$ cat config.mk
export PLATFORM = sky130hd
export DESIGN_NAME = sdc_top
export DESIGN_NICKNAME = d
export VERILOG_FILES = /design/src/sdc_drive.v /design/src/sdc_top.v
export VERILOG_INCLUDE_DIRS = /design/src /design/src/inc
export SDC_FILE = /design/constraint.sdc
export NUM_CORES = 1
export LEC_CHECK = 0
export BUFFER_PORTS_ARGS = -buffer_cell sky130_fd_sc_hd__buf_2
export CAP_MARGIN = 20
export CORE_MARGIN = 4
export CORE_UTILIZATION = 45
export CTS_BUF_LIST = sky130_fd_sc_hd__clkbuf_16
export CTS_CLUSTER_SIZE = 12
export DETAILED_ROUTE_END_ITERATION = 8
export PLACE_DENSITY = 0.73
export REMOVE_ABC_BUFFERS = 1
export SKIP_CTS_REPAIR_TIMING = 1
export SLEW_MARGIN = 30
export SYNTH_ARGS = -nofsm -noshare
export SYNTH_HDL_FRONTEND = slang
export SYNTH_HIERARCHICAL = 1
export SYNTH_SLANG_ARGS = --single-unit
$ cat constraint.sdc
create_clock -name ref_clk_in -period 35.7 [get_ports ref_clk_in]
set_input_delay 3.57 -clock ref_clk_in [delete_from_list [all_inputs] [get_ports ref_clk_in]]
set_output_delay 3.57 -clock ref_clk_in [all_outputs]
set_load 0.005 [all_outputs]
$ cat src/inc/sdc_regs.vh
// Register offsets, field positions, reset values and timing counts of the shock control
`ifndef SDC_REGS_VH
`define SDC_REGS_VH

// ----------------------------------------------------------------
// Clock
// ----------------------------------------------------------------
`define SDC_CLK_KHZ      32'd200000
`define SDC_CLK_MHZ      32'd200

// ----------------------------------------------------------------
// Times as specified, and derived cycle counts
// ----------------------------------------------------------------
`define SDC_T_KEY_MS     32'd150
`define SDC_T_RELAY_MS   32'd100
`define SDC_T_DRIVE_MS   32'd25
`define SDC_T_BLKPER_MS  32'd16
`define SDC_T_BLKON_US   32'd200
`define SDC_T_HOLD_S     32'd20
`define SDC_KEY_CYC      (`SDC_T_KEY_MS * `SDC_CLK_KHZ)
`define SDC_RELAY_CYC    (`SDC_T_RELAY_MS * `SDC_CLK_KHZ)
`define SDC_DRIVE_CYC    (`SDC_T_DRIVE_MS * `SDC_CLK_KHZ)
`define SDC_BLKPER_CYC   (`SDC_T_BLKPER_MS * `SDC_CLK_KHZ)
`define SDC_BLKON_CYC    (`SDC_T_BLKON_US * `SDC_CLK_MHZ)
`define SDC_HOLD_CYC     (`SDC_T_HOLD_S * `SDC_CLK_KHZ * 32'd1000)

// ----------------------------------------------------------------
// Biphasic drive shaping
// ----------------------------------------------------------------
`define SDC_FIRST_ON     16'h00C8
`define SDC_TOFF         16'h0064
`define SDC_TON_BASE     16'h0032
`define SDC_NP1          4'h7
`define SDC_NP2          4'h7
`define SDC_IMP_SCALE    8'h18

// ----------------------------------------------------------------
// Register offsets
// ----------------------------------------------------------------
`define SDC_A_CTRL       8'h00
`define SDC_A_ESEL       8'h04
`define SDC_A_STAT       8'h08
`define SDC_A_EOUT       8'h0C
`define SDC_A_PEAK       8'h10
`define SDC_A_IMP        8'h14

// ----------------------------------------------------------------
// Field positions
// ----------------------------------------------------------------
`define SDC_CTRL_SYNC    0
`define SDC_CTRL_CHARGE  1
`define SDC_CTRL_DISCH   2
`define SDC_STAT_DONE    4
`define SDC_STAT_REFUSE  5

// ----------------------------------------------------------------
// Reset values
// ----------------------------------------------------------------
`define SDC_ESEL_RST     8'h80

`endif

$ cat src/sdc_drive.v
// Phase-one and phase-two switch drive sequencer of the biphasic wave
`include "sdc_regs.vh"

module sdc_drive (
  // Clock and reset
  input  wire        ref_clk_in,
  input  wire        rst_in,
  // Control
  input  wire        start_in,
  input  wire        stop_in,
  input  wire        load_in,
  input  wire [15:0] ton_in,
  input  wire [15:0] toff_in,
  // Drive and status
  output reg         phase_one_drive_out,
  output reg         phase_two_drive_out,
  output reg         first_done_out,
  output wire        first_active_out
);

  localparam [2:0] D_IDLE  = 3'h0;
  localparam [2:0] D_FIRST = 3'h1;
  localparam [2:0] D_WAIT  = 3'h2;
  localparam [2:0] D_P1OFF = 3'h3;
  localparam [2:0] D_P1ON  = 3'h4;
  localparam [2:0] D_P2OFF = 3'h5;
  localparam [2:0] D_P2ON  = 3'h6;

  reg [2:0]  st;
  reg [15:0] cnt;
  reg [3:0]  npul;

  assign first_active_out = (st == D_FIRST);

  always @(posedge ref_clk_in or posedge rst_in) begin
    if (rst_in) begin
      st                  <= D_IDLE;
      cnt                 <= 16'h0000;
      npul                <= 4'h0;
      phase_one_drive_out <= 1'b0;
      phase_two_drive_out <= 1'b0;
      first_done_out      <= 1'b0;
    end else begin
      first_done_out <= 1'b0;
      if (stop_in) begin
        // Relay has opened: the bridge must never be left conducting
        st                  <= D_IDLE;
        phase_one_drive_out <= 1'b0;
        phase_two_drive_out <= 1'b0;
      end else begin
        case (st)
          D_IDLE: begin
            if (start_in) begin
              phase_one_drive_out <= 1'b1;
              cnt                 <= `SDC_FIRST_ON - 16'h0001;
              st                  <= D_FIRST;
            end
          end
          D_FIRST: begin
            if (cnt == 16'h0000) begin
              phase_one_drive_out <= 1'b0;
              first_done_out      <= 1'b1;
              st                  <= D_WAIT;
            end else begin
              cnt <= cnt - 16'h0001;
            end
          end
          D_WAIT: begin
            if (load_in) begin
              cnt  <= toff_in;
              npul <= `SDC_NP1;
              st   <= D_P1OFF;
            end
          end
          D_P1OFF: begin
            if (cnt == 16'h0000) begin
              phase_one_drive_out <= 1'b1;
              cnt                 <= ton_in;
              st                  <= D_P1ON;
            end else begin
              cnt <= cnt - 16'h0001;
            end
          end
          D_P1ON: begin
            if (cnt == 16'h0000) begin
              phase_one_drive_out <= 1'b0;
              cnt                 <= toff_in;
              if (npul == 4'h0) begin
                npul <= `SDC_NP2;
                st   <= D_P2OFF;
              end else begin
                npul <= npul - 4'h1;
                st   <= D_P1OFF;
              end
            end else begin
              cnt <= cnt - 16'h0001;
            end
          end
          D_P2OFF: begin
            if (cnt == 16'h0000) begin
              phase_two_drive_out <= 1'b1;
              cnt                 <= ton_in;
              st                  <= D_P2ON;
            end else begin
              cnt <= cnt - 16'h0001;
            end
          end
          D_P2ON: begin
            if (cnt == 16'h0000) begin
              phase_two_drive_out <= 1'b0;
              cnt                 <= toff_in;
              if (npul == 4'h0) begin
                st <= D_IDLE;
              end else begin
                npul <= npul - 4'h1;
                st   <= D_P2OFF;
              end
            end else begin
              cnt <= cnt - 16'h0001;
            end
          end
          default: st <= D_IDLE;
        endcase
      end
    end
  end

endmodule // sdc_drive

$ cat src/sdc_top.v
// Shock delivery control: phase sequencing, relay pulse, drive, measurement, registers
//
// Behaviour
// - Accept shock request only in hold phase
// - Direct mode: key over 150 ms, relay 100 ms
// - Relay pulse needs both triggering channels active
// - Sync mode: relay pulse needs keys plus QRS
// - Sync-mode output high only in synchronised mode
// - First phase-one pulse 25 ms after relay rise
// - Sample peak current during first drive pulse
// - Impedance from capacitor voltage and peak current
// - Drive on durations follow computed impedance; off durations fixed
// - Relay pulse end drops enables, safety discharge
// - Report energy, peak current, impedance to master
// - Check impedance-range input first at key press
// - Out-of-range impedance refuses shock, discharges at once
// - Every safety discharge drops discharge-relay hold
// - Shock enable held throughout hold phase
// - Blocking pulses during charge and hold phases
// - Stop HV generator when charge energy reached
// - Blocking pulses every 16 ms, 200 us long
// - No shock within 20 s of hold: discharge
`include "sdc_regs.vh"

module sdc_top #(
  parameter [31:0] KEY_CYC    = `SDC_KEY_CYC,
  parameter [31:0] RELAY_CYC  = `SDC_RELAY_CYC,
  parameter [31:0] DRIVE_CYC  = `SDC_DRIVE_CYC,
  parameter [31:0] BLKPER_CYC = `SDC_BLKPER_CYC,
  parameter [31:0] BLKON_CYC  = `SDC_BLKON_CYC,
  parameter [31:0] HOLD_CYC   = `SDC_HOLD_CYC
) (
  // Clock and reset
  input  wire        ref_clk_in,
  input  wire        rst_in,
  // Register port from the master processor link
  input  wire [7:0]  reg_addr_in,
  input  wire [15:0] reg_wdata_in,
  input  wire        reg_wr_in,
  input  wire        reg_rd_in,
  output reg  [15:0] reg_rdata_out,
  // Key, sync and fault inputs
  input  wire        shock_key_line_in,
  input  wire        shock_key_detect_n_in,
  input  wire        qrs_trigger_n_in,
  input  wire        impedance_in_range_n_in,
  input  wire        fault_latch_in,
  // Measurements
  input  wire [7:0]  cap_voltage_meas_in,
  input  wire [7:0]  charge_voltage_meas_in,
  input  wire [7:0]  peak_current_meas_in,
  // High-voltage controls
  output reg         patient_relay_pulse_out,
  output reg         sync_mode_out,
  output reg         shock_enable_out,
  output reg         discharge_relay_hold_out,
  output reg         hv_supply_enable_out,
  output reg         hv_generator_run_out,
  output reg         phase_one_block_out,
  output reg         phase_two_block_out,
  output wire        phase_one_drive_out,
  output wire        phase_two_drive_out
);

  // ----------------------------------------------------------------
  // Phases
  // ----------------------------------------------------------------
  localparam [2:0] P_IDLE   = 3'h0;
  localparam [2:0] P_CHARGE = 3'h1;
  localparam [2:0] P_HOLD   = 3'h2;
  localparam [2:0] P_SHOCK  = 3'h3;
  localparam [2:0] P_DISCH  = 3'h4;

  // ----------------------------------------------------------------
  // Input synchronisers
  // ----------------------------------------------------------------
  reg [4:0]  bit_s1;
  reg [4:0]  bit_s2;
  reg [23:0] meas_s1;
  reg [23:0] meas_s2;

  always @(posedge ref_clk_in or posedge rst_in) begin
    if (rst_in) begin
      bit_s1  <= 5'h1F;
      bit_s2  <= 5'h1F;
      meas_s1 <= 24'h000000;
      meas_s2 <= 24'h000000;
    end else begin
      bit_s1  <= {~fault_latch_in, impedance_in_range_n_in, qrs_trigger_n_in,
                  shock_key_detect_n_in, shock_key_line_in};
      bit_s2  <= bit_s1;
      meas_s1 <= {peak_current_meas_in, charge_voltage_meas_in, cap_voltage_meas_in};
      meas_s2 <= meas_s1;
    end
  end

  wire       key_line_low = ~bit_s2[0];
  wire       key_active   = ~bit_s2[1];
  wire       qrs_pulse    = ~bit_s2[2];
  wire       imp_in_range = bit_s2[3];
  wire       fault        = ~bit_s2[4];
  wire [7:0] cap_v        = meas_s2[7:0];
  wire [7:0] chg_v        = meas_s2[15:8];
  wire [7:0] ipk          = meas_s2[23:16];

  // ----------------------------------------------------------------
  // Registers
  // ----------------------------------------------------------------
  reg        sync_mode;
  reg [7:0]  energy_sel;
  reg        done_flag;
  reg        refuse_flag;
  reg [7:0]  energy_out;
  reg [7:0]  peak_out;
  reg [15:0] imp_out;
  reg [2:0]  phase;

  wire wr_ctrl   = reg_wr_in && (reg_addr_in == `SDC_A_CTRL);
  wire cmd_chg   = wr_ctrl && reg_wdata_in[`SDC_CTRL_CHARGE];
  wire cmd_dis   = wr_ctrl && reg_wdata_in[`SDC_CTRL_DISCH];
  wire wr_stat   = reg_wr_in && (reg_addr_in == `SDC_A_STAT);
  wire set_done;
  wire set_refuse;

  always @(posedge ref_clk_in or posedge rst_in) begin
    if (rst_in) begin
      sync_mode     <= 1'b0;
      energy_sel    <= `SDC_ESEL_RST;
      done_flag     <= 1'b0;
      refuse_flag   <= 1'b0;
      reg_rdata_out <= 16'h0000;
    end else begin
      if (wr_ctrl) begin
        sync_mode <= reg_wdata_in[`SDC_CTRL_SYNC];
      end
      if (reg_wr_in && (reg_addr_in == `SDC_A_ESEL)) begin
        energy_sel <= reg_wdata_in[7:0];
      end
      // A hardware set in the clearing cycle wins
      if (set_done) begin
        done_flag <= 1'b1;
      end else if (wr_stat && reg_wdata_in[`SDC_STAT_DONE]) begin
        done_flag <= 1'b0;
      end
      if (set_refuse) begin
        refuse_flag <= 1'b1;
      end else if (wr_stat && reg_wdata_in[`SDC_STAT_REFUSE]) begin
        refuse_flag <= 1'b0;
      end
      reg_rdata_out <= 16'h0000;
      if (reg_rd_in) begin
        if (reg_addr_in == `SDC_A_CTRL) begin
          reg_rdata_out <= {15'h0000, sync_mode};
        end else if (reg_addr_in == `SDC_A_ESEL) begin
          reg_rdata_out <= {8'h00, energy_sel};
        end else if (reg_addr_in == `SDC_A_STAT) begin
          reg_rdata_out <= {10'h000, refuse_flag, done_flag, 1'b0, phase};
        end else if (reg_addr_in == `SDC_A_EOUT) begin
          reg_rdata_out <= {8'h00, energy_out};
        end else if (reg_addr_in == `SDC_A_PEAK) begin
          reg_rdata_out <= {8'h00, peak_out};
        end else if (reg_addr_in == `SDC_A_IMP) begin
          reg_rdata_out <= imp_out;
        end
      end
    end
  end

  // ----------------------------------------------------------------
  // Energy and impedance arithmetic
  // ----------------------------------------------------------------
  // Stored energy scales with the square of the voltage; top byte kept
  wire [15:0] chg_sq   = chg_v * chg_v;
  wire [15:0] cap_sq   = cap_v * cap_v;
  wire [15:0] imp_num  = cap_v * `SDC_IMP_SCALE;
  wire [7:0]  imp_den  = (peak_out == 8'h00) ? 8'h01 : peak_out;
  wire [15:0] imp_calc = imp_num / {8'h00, imp_den};

  // ----------------------------------------------------------------
  // Key qualification and phase sequencing
  // ----------------------------------------------------------------
  reg [31:0] key_cnt;
  reg [31:0] ph_cnt;
  reg        key_prev;
  reg        drv_start;
  reg        drv_load;
  reg [15:0] ton;
  reg        first_prev;
  reg        done_pulse;
  reg        refuse_pulse;

  wire drv_first;
  wire drv_first_done;
  wire key_press = key_active && !key_prev;
  wire direct_go = !sync_mode && (key_cnt == KEY_CYC);
  wire sync_go   = sync_mode && key_active && qrs_pulse;
  wire abort     = fault || cmd_dis;

  assign set_done   = done_pulse;
  assign set_refuse = refuse_pulse;

  always @(posedge ref_clk_in or posedge rst_in) begin
    if (rst_in) begin
      phase                    <= P_IDLE;
      key_cnt                  <= 32'h00000000;
      ph_cnt                   <= 32'h00000000;
      key_prev                 <= 1'b0;
      drv_start                <= 1'b0;
      drv_load                 <= 1'b0;
      ton                      <= `SDC_TON_BASE;
      first_prev               <= 1'b0;
      done_pulse               <= 1'b0;
      refuse_pulse             <= 1'b0;
      energy_out               <= 8'h00;
      peak_out                 <= 8'h00;
      imp_out                  <= 16'h0000;
      patient_relay_pulse_out  <= 1'b0;
      sync_mode_out            <= 1'b0;
      shock_enable_out         <= 1'b0;
      discharge_relay_hold_out <= 1'b0;
      hv_supply_enable_out     <= 1'b0;
      hv_generator_run_out     <= 1'b0;
    end else begin
      key_prev      <= key_active;
      drv_start     <= 1'b0;
      drv_load      <= 1'b0;
      done_pulse    <= 1'b0;
      refuse_pulse  <= 1'b0;
      first_prev    <= drv_first;
      sync_mode_out <= sync_mode;
      // Key held time counts only in hold, saturating past the threshold
      if (phase == P_HOLD && key_active && key_cnt <= KEY_CYC) begin
        key_cnt <= key_cnt + 32'h00000001;
      end else if (!key_active || phase != P_HOLD) begin
        key_cnt <= 32'h00000000;
      end
      if (abort && phase != P_IDLE) begin
        phase <= P_DISCH;
      end else begin
        case (phase)
          P_IDLE: begin
            if (cmd_chg) begin
              phase                    <= P_CHARGE;
              ph_cnt                   <= 32'h00000000;
              hv_supply_enable_out     <= 1'b1;
              discharge_relay_hold_out <= 1'b1;
              hv_generator_run_out     <= 1'b1;
            end
          end
          P_CHARGE: begin
            if (chg_sq[15:8] >= energy_sel) begin
              hv_generator_run_out <= 1'b0;
              shock_enable_out     <= 1'b1;
              ph_cnt               <= 32'h00000000;
              phase                <= P_HOLD;
            end
          end
          P_HOLD: begin
            ph_cnt <= ph_cnt + 32'h00000001;
            if (ph_cnt == HOLD_CYC - 32'h00000001) begin
              phase <= P_DISCH;
            end else if (key_press && !imp_in_range) begin
              refuse_pulse <= 1'b1;
              phase        <= P_DISCH;
            end else if (key_line_low && !key_press && (direct_go || sync_go)) begin
              patient_relay_pulse_out <= 1'b1;
              energy_out              <= cap_sq[15:8];
              peak_out                <= 8'h00;
              ph_cnt                  <= 32'h00000000;
              phase                   <= P_SHOCK;
            end
          end
          P_SHOCK: begin
            ph_cnt <= ph_cnt + 32'h00000001;
            if (ph_cnt == DRIVE_CYC - 32'h00000001) begin
              drv_start <= 1'b1;
            end
            if (drv_first && ipk > peak_out) begin
              peak_out <= ipk;
            end
            if (drv_first_done) begin
              imp_out  <= imp_calc;
              ton      <= `SDC_TON_BASE - 16'h0001 + {imp_calc[13:0], 2'b00};
              drv_load <= 1'b1;
            end
            if (ph_cnt == RELAY_CYC - 32'h00000001) begin
              done_pulse <= 1'b1;
              phase      <= P_DISCH;
            end
          end
          P_DISCH: begin
            phase <= P_IDLE;
          end
          default: phase <= P_IDLE;
        endcase
      end
      if ((abort && phase != P_IDLE) || phase == P_DISCH || phase == P_IDLE && !cmd_chg) begin
        patient_relay_pulse_out  <= 1'b0;
        shock_enable_out         <= 1'b0;
        discharge_relay_hold_out <= 1'b0;
        hv_supply_enable_out     <= 1'b0;
        hv_generator_run_out     <= 1'b0;
      end
      if (phase == P_SHOCK && ph_cnt == RELAY_CYC - 32'h00000001) begin
        patient_relay_pulse_out  <= 1'b0;
        shock_enable_out         <= 1'b0;
        discharge_relay_hold_out <= 1'b0;
        hv_supply_enable_out     <= 1'b0;
      end
    end
  end

  // ----------------------------------------------------------------
  // Bridge blocking pulses
  // ----------------------------------------------------------------
  reg [31:0] blk_cnt;

  always @(posedge ref_clk_in or posedge rst_in) begin
    if (rst_in) begin
      blk_cnt             <= 32'h00000000;
      phase_one_block_out <= 1'b0;
      phase_two_block_out <= 1'b0;
    end else if (phase == P_CHARGE || phase == P_HOLD) begin
      blk_cnt             <= (blk_cnt == BLKPER_CYC - 32'h00000001) ?
                             32'h00000000 : blk_cnt + 32'h00000001;
      phase_one_block_out <= (blk_cnt < BLKON_CYC);
      phase_two_block_out <= (blk_cnt < BLKON_CYC);
    end else begin
      blk_cnt             <= 32'h00000000;
      phase_one_block_out <= 1'b0;
      phase_two_block_out <= 1'b0;
    end
  end

  // ----------------------------------------------------------------
  // Biphasic drive
  // ----------------------------------------------------------------
  sdc_drive u_drive (
    .ref_clk_in          (ref_clk_in),
    .rst_in              (rst_in),
    .start_in            (drv_start),
    .stop_in             (phase != P_SHOCK),
    .load_in             (drv_load),
    .ton_in              (ton),
    .toff_in             (`SDC_TOFF - 16'h0001),
    .phase_one_drive_out (phase_one_drive_out),
    .phase_two_drive_out (phase_two_drive_out),
    .first_done_out      (drv_first_done),
    .first_active_out    (drv_first)
  );

endmodule // sdc_top

# After elaboration in Yosys (flattened, before gate mapping)
# Index checks and enable logic that the tools add are counted.
[classes]
addsub = 6
multipliers = 3
div_mod_pow = 1
magnitude_cmp = 4
n_eq_ne = 52
muxes = 103
bitwise = 9
reduce_logical = 71
[op_table]
columns = ["operator", "n"]
rows = [
  ["$mux W32", 9],
  ["$mux W16", 12],
  ["$pmux W32 S4", 1],
  ["$add A32 B1 Y32 const B", 3],
  ["$pmux W16 S5", 1],
  ["$eq A32 B25 Y1 const B", 2],
  ["$mux W3", 17],
  ["$mux W1", 46],
  ["$mux W8", 5],
  ["$eq A32 B22 Y1 const B", 1],
  ["$eq A32 B23 Y1 const B", 1],
  ["$eq A32 B32 Y1 const B", 1],
  ["$le A32 B25 Y1 const B", 1],
  ["$lt A32 B16 Y1 const B", 1],
  ["$mul A8 B8 Y16", 2],
  ["$reduce_bool A3 Y1", 10],
  ["$ne A3 B1 Y1 const B", 9],
  ["$pmux W3 S7", 1],
  ["$logic_and A1 B1 Y1", 20],
  ["$mux W4", 5],
  ["$ne A2 B2 Y1 const B", 10],
  ["$add A6 B16 Y16 const A", 1],
  ["$div A13 B8 Y16", 1],
  ["$eq A8 B4 Y1 const B", 2],
  ["other kinds (35)", 87],
]
[word_totals]
register_bits = 269
input_bits = 57
out_inout_bits = 26
wordCells = 283

# Depth between registers and ports, before layout
[depth]
depth_word = 12
mapped_depth = 153
ltp_nobuf = 141

# Modules after synthesis
# Netlist, hierarchy kept.
[by_module_without_submodules]
columns = ["module", "n_inst", "cells_each", "area_per_inst_um2"]
rows = [
  ["sdc_top", 1, 2117, 19073.3],
  ["sdc_drive", 1, 280, 2089.5],
]

# Worst setup path after synthesis
# No wires, ideal clock.
[synth_path]
path_kind = "register -> register"
start = "reg peak_out[5]"
end = "reg imp_out[0]"
arrival_time_ns = 29.791
t_required_ns = 35.614
slack_ns = 5.824
stages_incl_launch_ff = 145
path_buffers = 13
synth_period_minus_slack_ns = 29.876
cell_sequence = "dfrtp_1 > or4_1 > buf_4 > o31ai_1 > inv_1 > ha_1 > o21ai_0 > a211o_1 > nor2_1 > ha_1 > o21a_1 > or4_1 > and4_1 > ha_1 > or3_1 > o22ai_1 > nor2_1 > or2_2 > (+109 left out) > nor2b_1 > o21a_1 > o21a_1 > o21ai_0 > nand2b_1 > a211o_1 > or4_4 > nand2b_4 > buf_6 > mux2_4 > ha_1 > nand4_1 > nor3_1 > nor2_1 > nor4bb_1 > a22oi_1 > o21ai_1 > a32oi_1"
[synth_between]
elab_chain_len = 3
[synth_lines]
columns = ["element", "line", "rtl"]
rows = [
  ["from (decl)", "sdc_top.v:114", "reg [7:0] peak_out;"],
  ["from (signal assigned)", "sdc_top.v:279", "peak_out <= ipk;"],
  ["$logic_not A8 Y1", "sdc_top.v:176", "wire [7:0] imp_den = (peak_out == 8'h00) ? 8'h01 : peak_out;"],
  ["$mux W8 *", "sdc_top.v:176", ""],
  ["$div A13 B8 Y16 *", "sdc_top.v:177", "wire [15:0] imp_calc = imp_num / {8'h00, imp_den};"],
  ["to (signal assigned)", "sdc_top.v:282", "imp_out <= imp_calc;"],
  ["to (decl)", "sdc_top.v:115", "reg [15:0] imp_out;"],
]
# Every way passes the cells marked *; elsewhere a longest branch is shown, timed or not.
# A chain may end at the register's enable or synchronous reset.

# Final worst setup path
[layout_path]
start = "reg peak_out[6]"
end = "reg imp_out[0]"
# Same word-level chain as after synthesis.

==> impl_metrics.py <==
metrics = {
    "status": {
        "run_status": "complete, no violations",
    },
    "yosys": {
        "yosysWarnings": 6,
        "yosysSeqAreaShare": 0.317,
        "ys_ff_latch": 267,
        "syn_avg_cell_area_sq_um": 8.83,
        "synth_flop_cell": "dfrtp_1",
        "synthesis.instances": 2397,
        "syn_area_sq_um": 21200,
        "synth_edf_count": 0,
        "synthArstFlopShare": 1.00,
        "yosys.cell_types.count": 108,
    },
    "pwr": {
        "p_leak_nw": 11.1,
        "power_uw": 968,
        "powerDensity_nw_per_um2": 41.7,
        "worst_ir_drop_vdd_v": 0.0000364,
    },
    "route": {
        "wl_per_cell_um": 17.0,
        "ant_nets": 0,
        "avgViaCountPerCell": 5.84,
        "first_pass_iters": 6,
        "routed_wl_mm": 52.9,
        "num_vias": 18100,
        "drc": 0,
        "drt_iter0_markers": 1416,
    },
    "setup_path": {
        "path_class": "flip-flop to flip-flop",
        "r2r_cells": 138,
        "worstPathRequired_ns": 36.19,
        "critical_path_peak_fanout": 19,
        "cp-end-kind": "flip-flop",
        "r2r-start": "peak_out[6]$_DFFE_PP0P_",
        "cp_num_cells": 138,
        "r2r_end": "imp_out[0]$_DFFE_PP0P_",
        "max_stage_delay_ns": 0.76,
        "arrival_ns": 33.81,
        "critPathBufInv": 5,
        "crit_path_top_delay_cell": "or4_1",
        "startpoint_type": "flip-flop",
        "critical_path.most_common_cell": "o21a_1",
        "cp_top_family": "compound AO/OA/AOI/OAI gates",
        "r2r_slack_ns": 2.38,
    },
    "clock_network": {
        "cts.htree.levels": 1,
        "cts_max_path_buffers": 3,
        "cts_tree": "yes",
        "cts_buffers": 30,
        "clock_latency_ns": 0.61,
        "cts_root_buf": "clkbuf_16",
        "clkSinkCount": 267,
        "clk_pin_slew_ns": 0.07,
    },
    "sta": {
        "maxSlewHeadroom": 0.409,
        "skew_ns": 0.0372,
        "fin_crit_sh": 0.933,
        "rsz0062_at_grt": "false",
        "drv_slew": 0,
        "final.min_clock_period_ns": 33.32,
        "worstMarginPinSlew_ns": 0.884,
        "fin_setup_tns_ns": 0,
        "setup_violations": 0,
        "hold_viol": 0,
        "fmax_mhz": 30.0,
    },
    "placed_design": {
        "place_congestion": 0.909,
        "io_buffers": 74,
        "dp_hpwl_mm": 39.6,
        "placedCellCount": 3046,
    },
    "global_routing": {
        "grt_pass1_wl_mm": 87.8,
        "grt_pass1_vias": 17900,
        "grt_usage": 0.206,
        "overflow": 0,
        "grt_start_max_net_pins": 87,
        "antenna_found_initial": 1,
    },
    "floorplanning": {
        "fp.coreArea_sq_um": 46600,
        "die_h_um": 225,
        "boundaryPins": 83,
        "initial_core_util": 0.455,
        "rows": 79,
        "die_area_sq_um": 50600,
        "die_w_um": 225,
    },
    "final_layout": {
        "drive_gt1_frac": 0.0957,
        "area_delta_synth_final_pct": 9.75,
        "diodes": 0,
        "num-nets-final": 2773,
        "layout_common_cells": "dfrtp_1, nor2_1, nand2_1, ha_1, inv_1",
        "final_common_cell": "dfrtp_1",
        "layoutNonFillerInstCount": 3104,
    },
    "min_path": {
        "hold_depth": 0,
        "hold-path-endpoint": "meas_s2[10]$_DFF_PP0_",
        "hold_path_startpoint": "meas_s1[10]$_DFF_PP0_",
        "worstHoldPathType": "flip-flop to flip-flop",
    },
    "job": {
        "cap_violations": 0,
    },
}
==> registers in the layout, summed over array words and instances, names as in the netlist, 16 cells and up <==
signal	count
ph_cnt	32
meas_s2	24
meas_s1	24
key_cnt	32
u_drive/cnt	16
imp_out	16
reg_rdata_out	16
blk_cnt	32
==> synthesized netlist by cell type, types with 35 or more instances <==
cell type | n | area (sq um)
nor2_1 | 239 | 897
nand2_1 | 209 | 785
a21oi_1 | 121 | 606
nor3_1 | 82 | 410
dfrtp_1 | 253 | 6330
o21a_1 | 45 | 338
ha_1 | 191 | 2390
clkbuf_1 | 54 | 203
nand3_1 | 84 | 420
o21ai_0 | 128 | 641
xnor2_1 | 71 | 622
fa_1 | 51 | 1020
a21o_1 | 37 | 278
inv_1 | 146 | 548
and3_1 | 35 | 219
and2_1 | 48 | 300
o21ai_1 | 46 | 230
xor2_1 | 78 | 683
==> cell type report <==
type	count	area, sq um
multi-input cells	1936	13700
repair buffers	89	490
inverters	150	571
flip-flops and latches	267	6700
clock inverters	25	220
fillers	4274	23300
clock buffers	30	751
well taps	607	759
==> worst max path at each step <==
stage,start,end,slack (ns)
3_3_place_gp,peak_out[6]$_DFFE_PP0P_,imp_out[0]$_DFFE_PP0P_,2.38
5_1_grt,peak_out[6]$_DFFE_PP0P_,imp_out[0]$_DFFE_PP0P_,0.03
4_1_cts,peak_out[6]$_DFFE_PP0P_,imp_out[0]$_DFFE_PP0P_,1.23
2_1_floorplan,peak_out[5]$_DFFE_PP0P_,imp_out[0]$_DFFE_PP0P_,5.93
6_report,peak_out[6]$_DFFE_PP0P_,imp_out[0]$_DFFE_PP0P_,2.38
3_5_place_dp,peak_out[6]$_DFFE_PP0P_,imp_out[0]$_DFFE_PP0P_,1.43
==> power by group <==
part           total (mW)  switching, mW  internal [mW]  leakage, nW
registers           0.324         0.0117          0.312         3.44
clock network       0.308          0.133          0.175        0.505
logic               0.337          0.199          0.138         7.12
total               0.968          0.344          0.625         11.1
==> worst reg2reg max path, delay by kind of cell (launching register included) <==
family                   cells  cell delay [ns]
multiplexers                 3             1.11
adder cells (fa/ha/maj)     16             5.17
flip-flops                   1             0.52
AO/OA/AOI/OAI               73            15.58
buffers and inverters        5             1.19
AND/OR/NAND/NOR             41             9.64
==> per-layer routing <==
metal | track usage | wire length, um | up-vias
li1 | - | - | 8658
met5 | 0 | 0 | -
met2 | 0.346 | 24800 | 560
met3 | 0.0255 | 3080 | 132
met4 | 0.0698 | 1950 | 0
met1 | 0.279 | 23100 | 8772
==> per-stage QoR <==
stage | hold WS (ns) | utilization | area (sq um) | setup WS, ns
after global placement | 0.332 | 0.477 | 22200 | 2.38
after global routing | 0.346 | 0.499 | 23200 | 0.0343
after CTS | 0.342 | 0.498 | 23200 | 1.23
after detailed placement | 0.335 | 0.477 | 22200 | 1.43
final | 0.343 | 0.499 | 23200 | 2.38
after floorplan | 0.331 | - | 21000 | 5.93
==> cell families (layout without fill, tap and decap cells) <==
logic type,count (synthesis),in the layout,synth area share
flops,267,267,0.317
xor+xnor,149,149,0.0617
buf+inv,222,294,0.0412
other cells,2,30,0.000355
simple gates,897,897,0.211
compound gates,561,561,0.178
mux,56,56,0.0296
fa+ha+maj,243,243,0.162
Note: power is estimated with default switching activity, not from simulation.
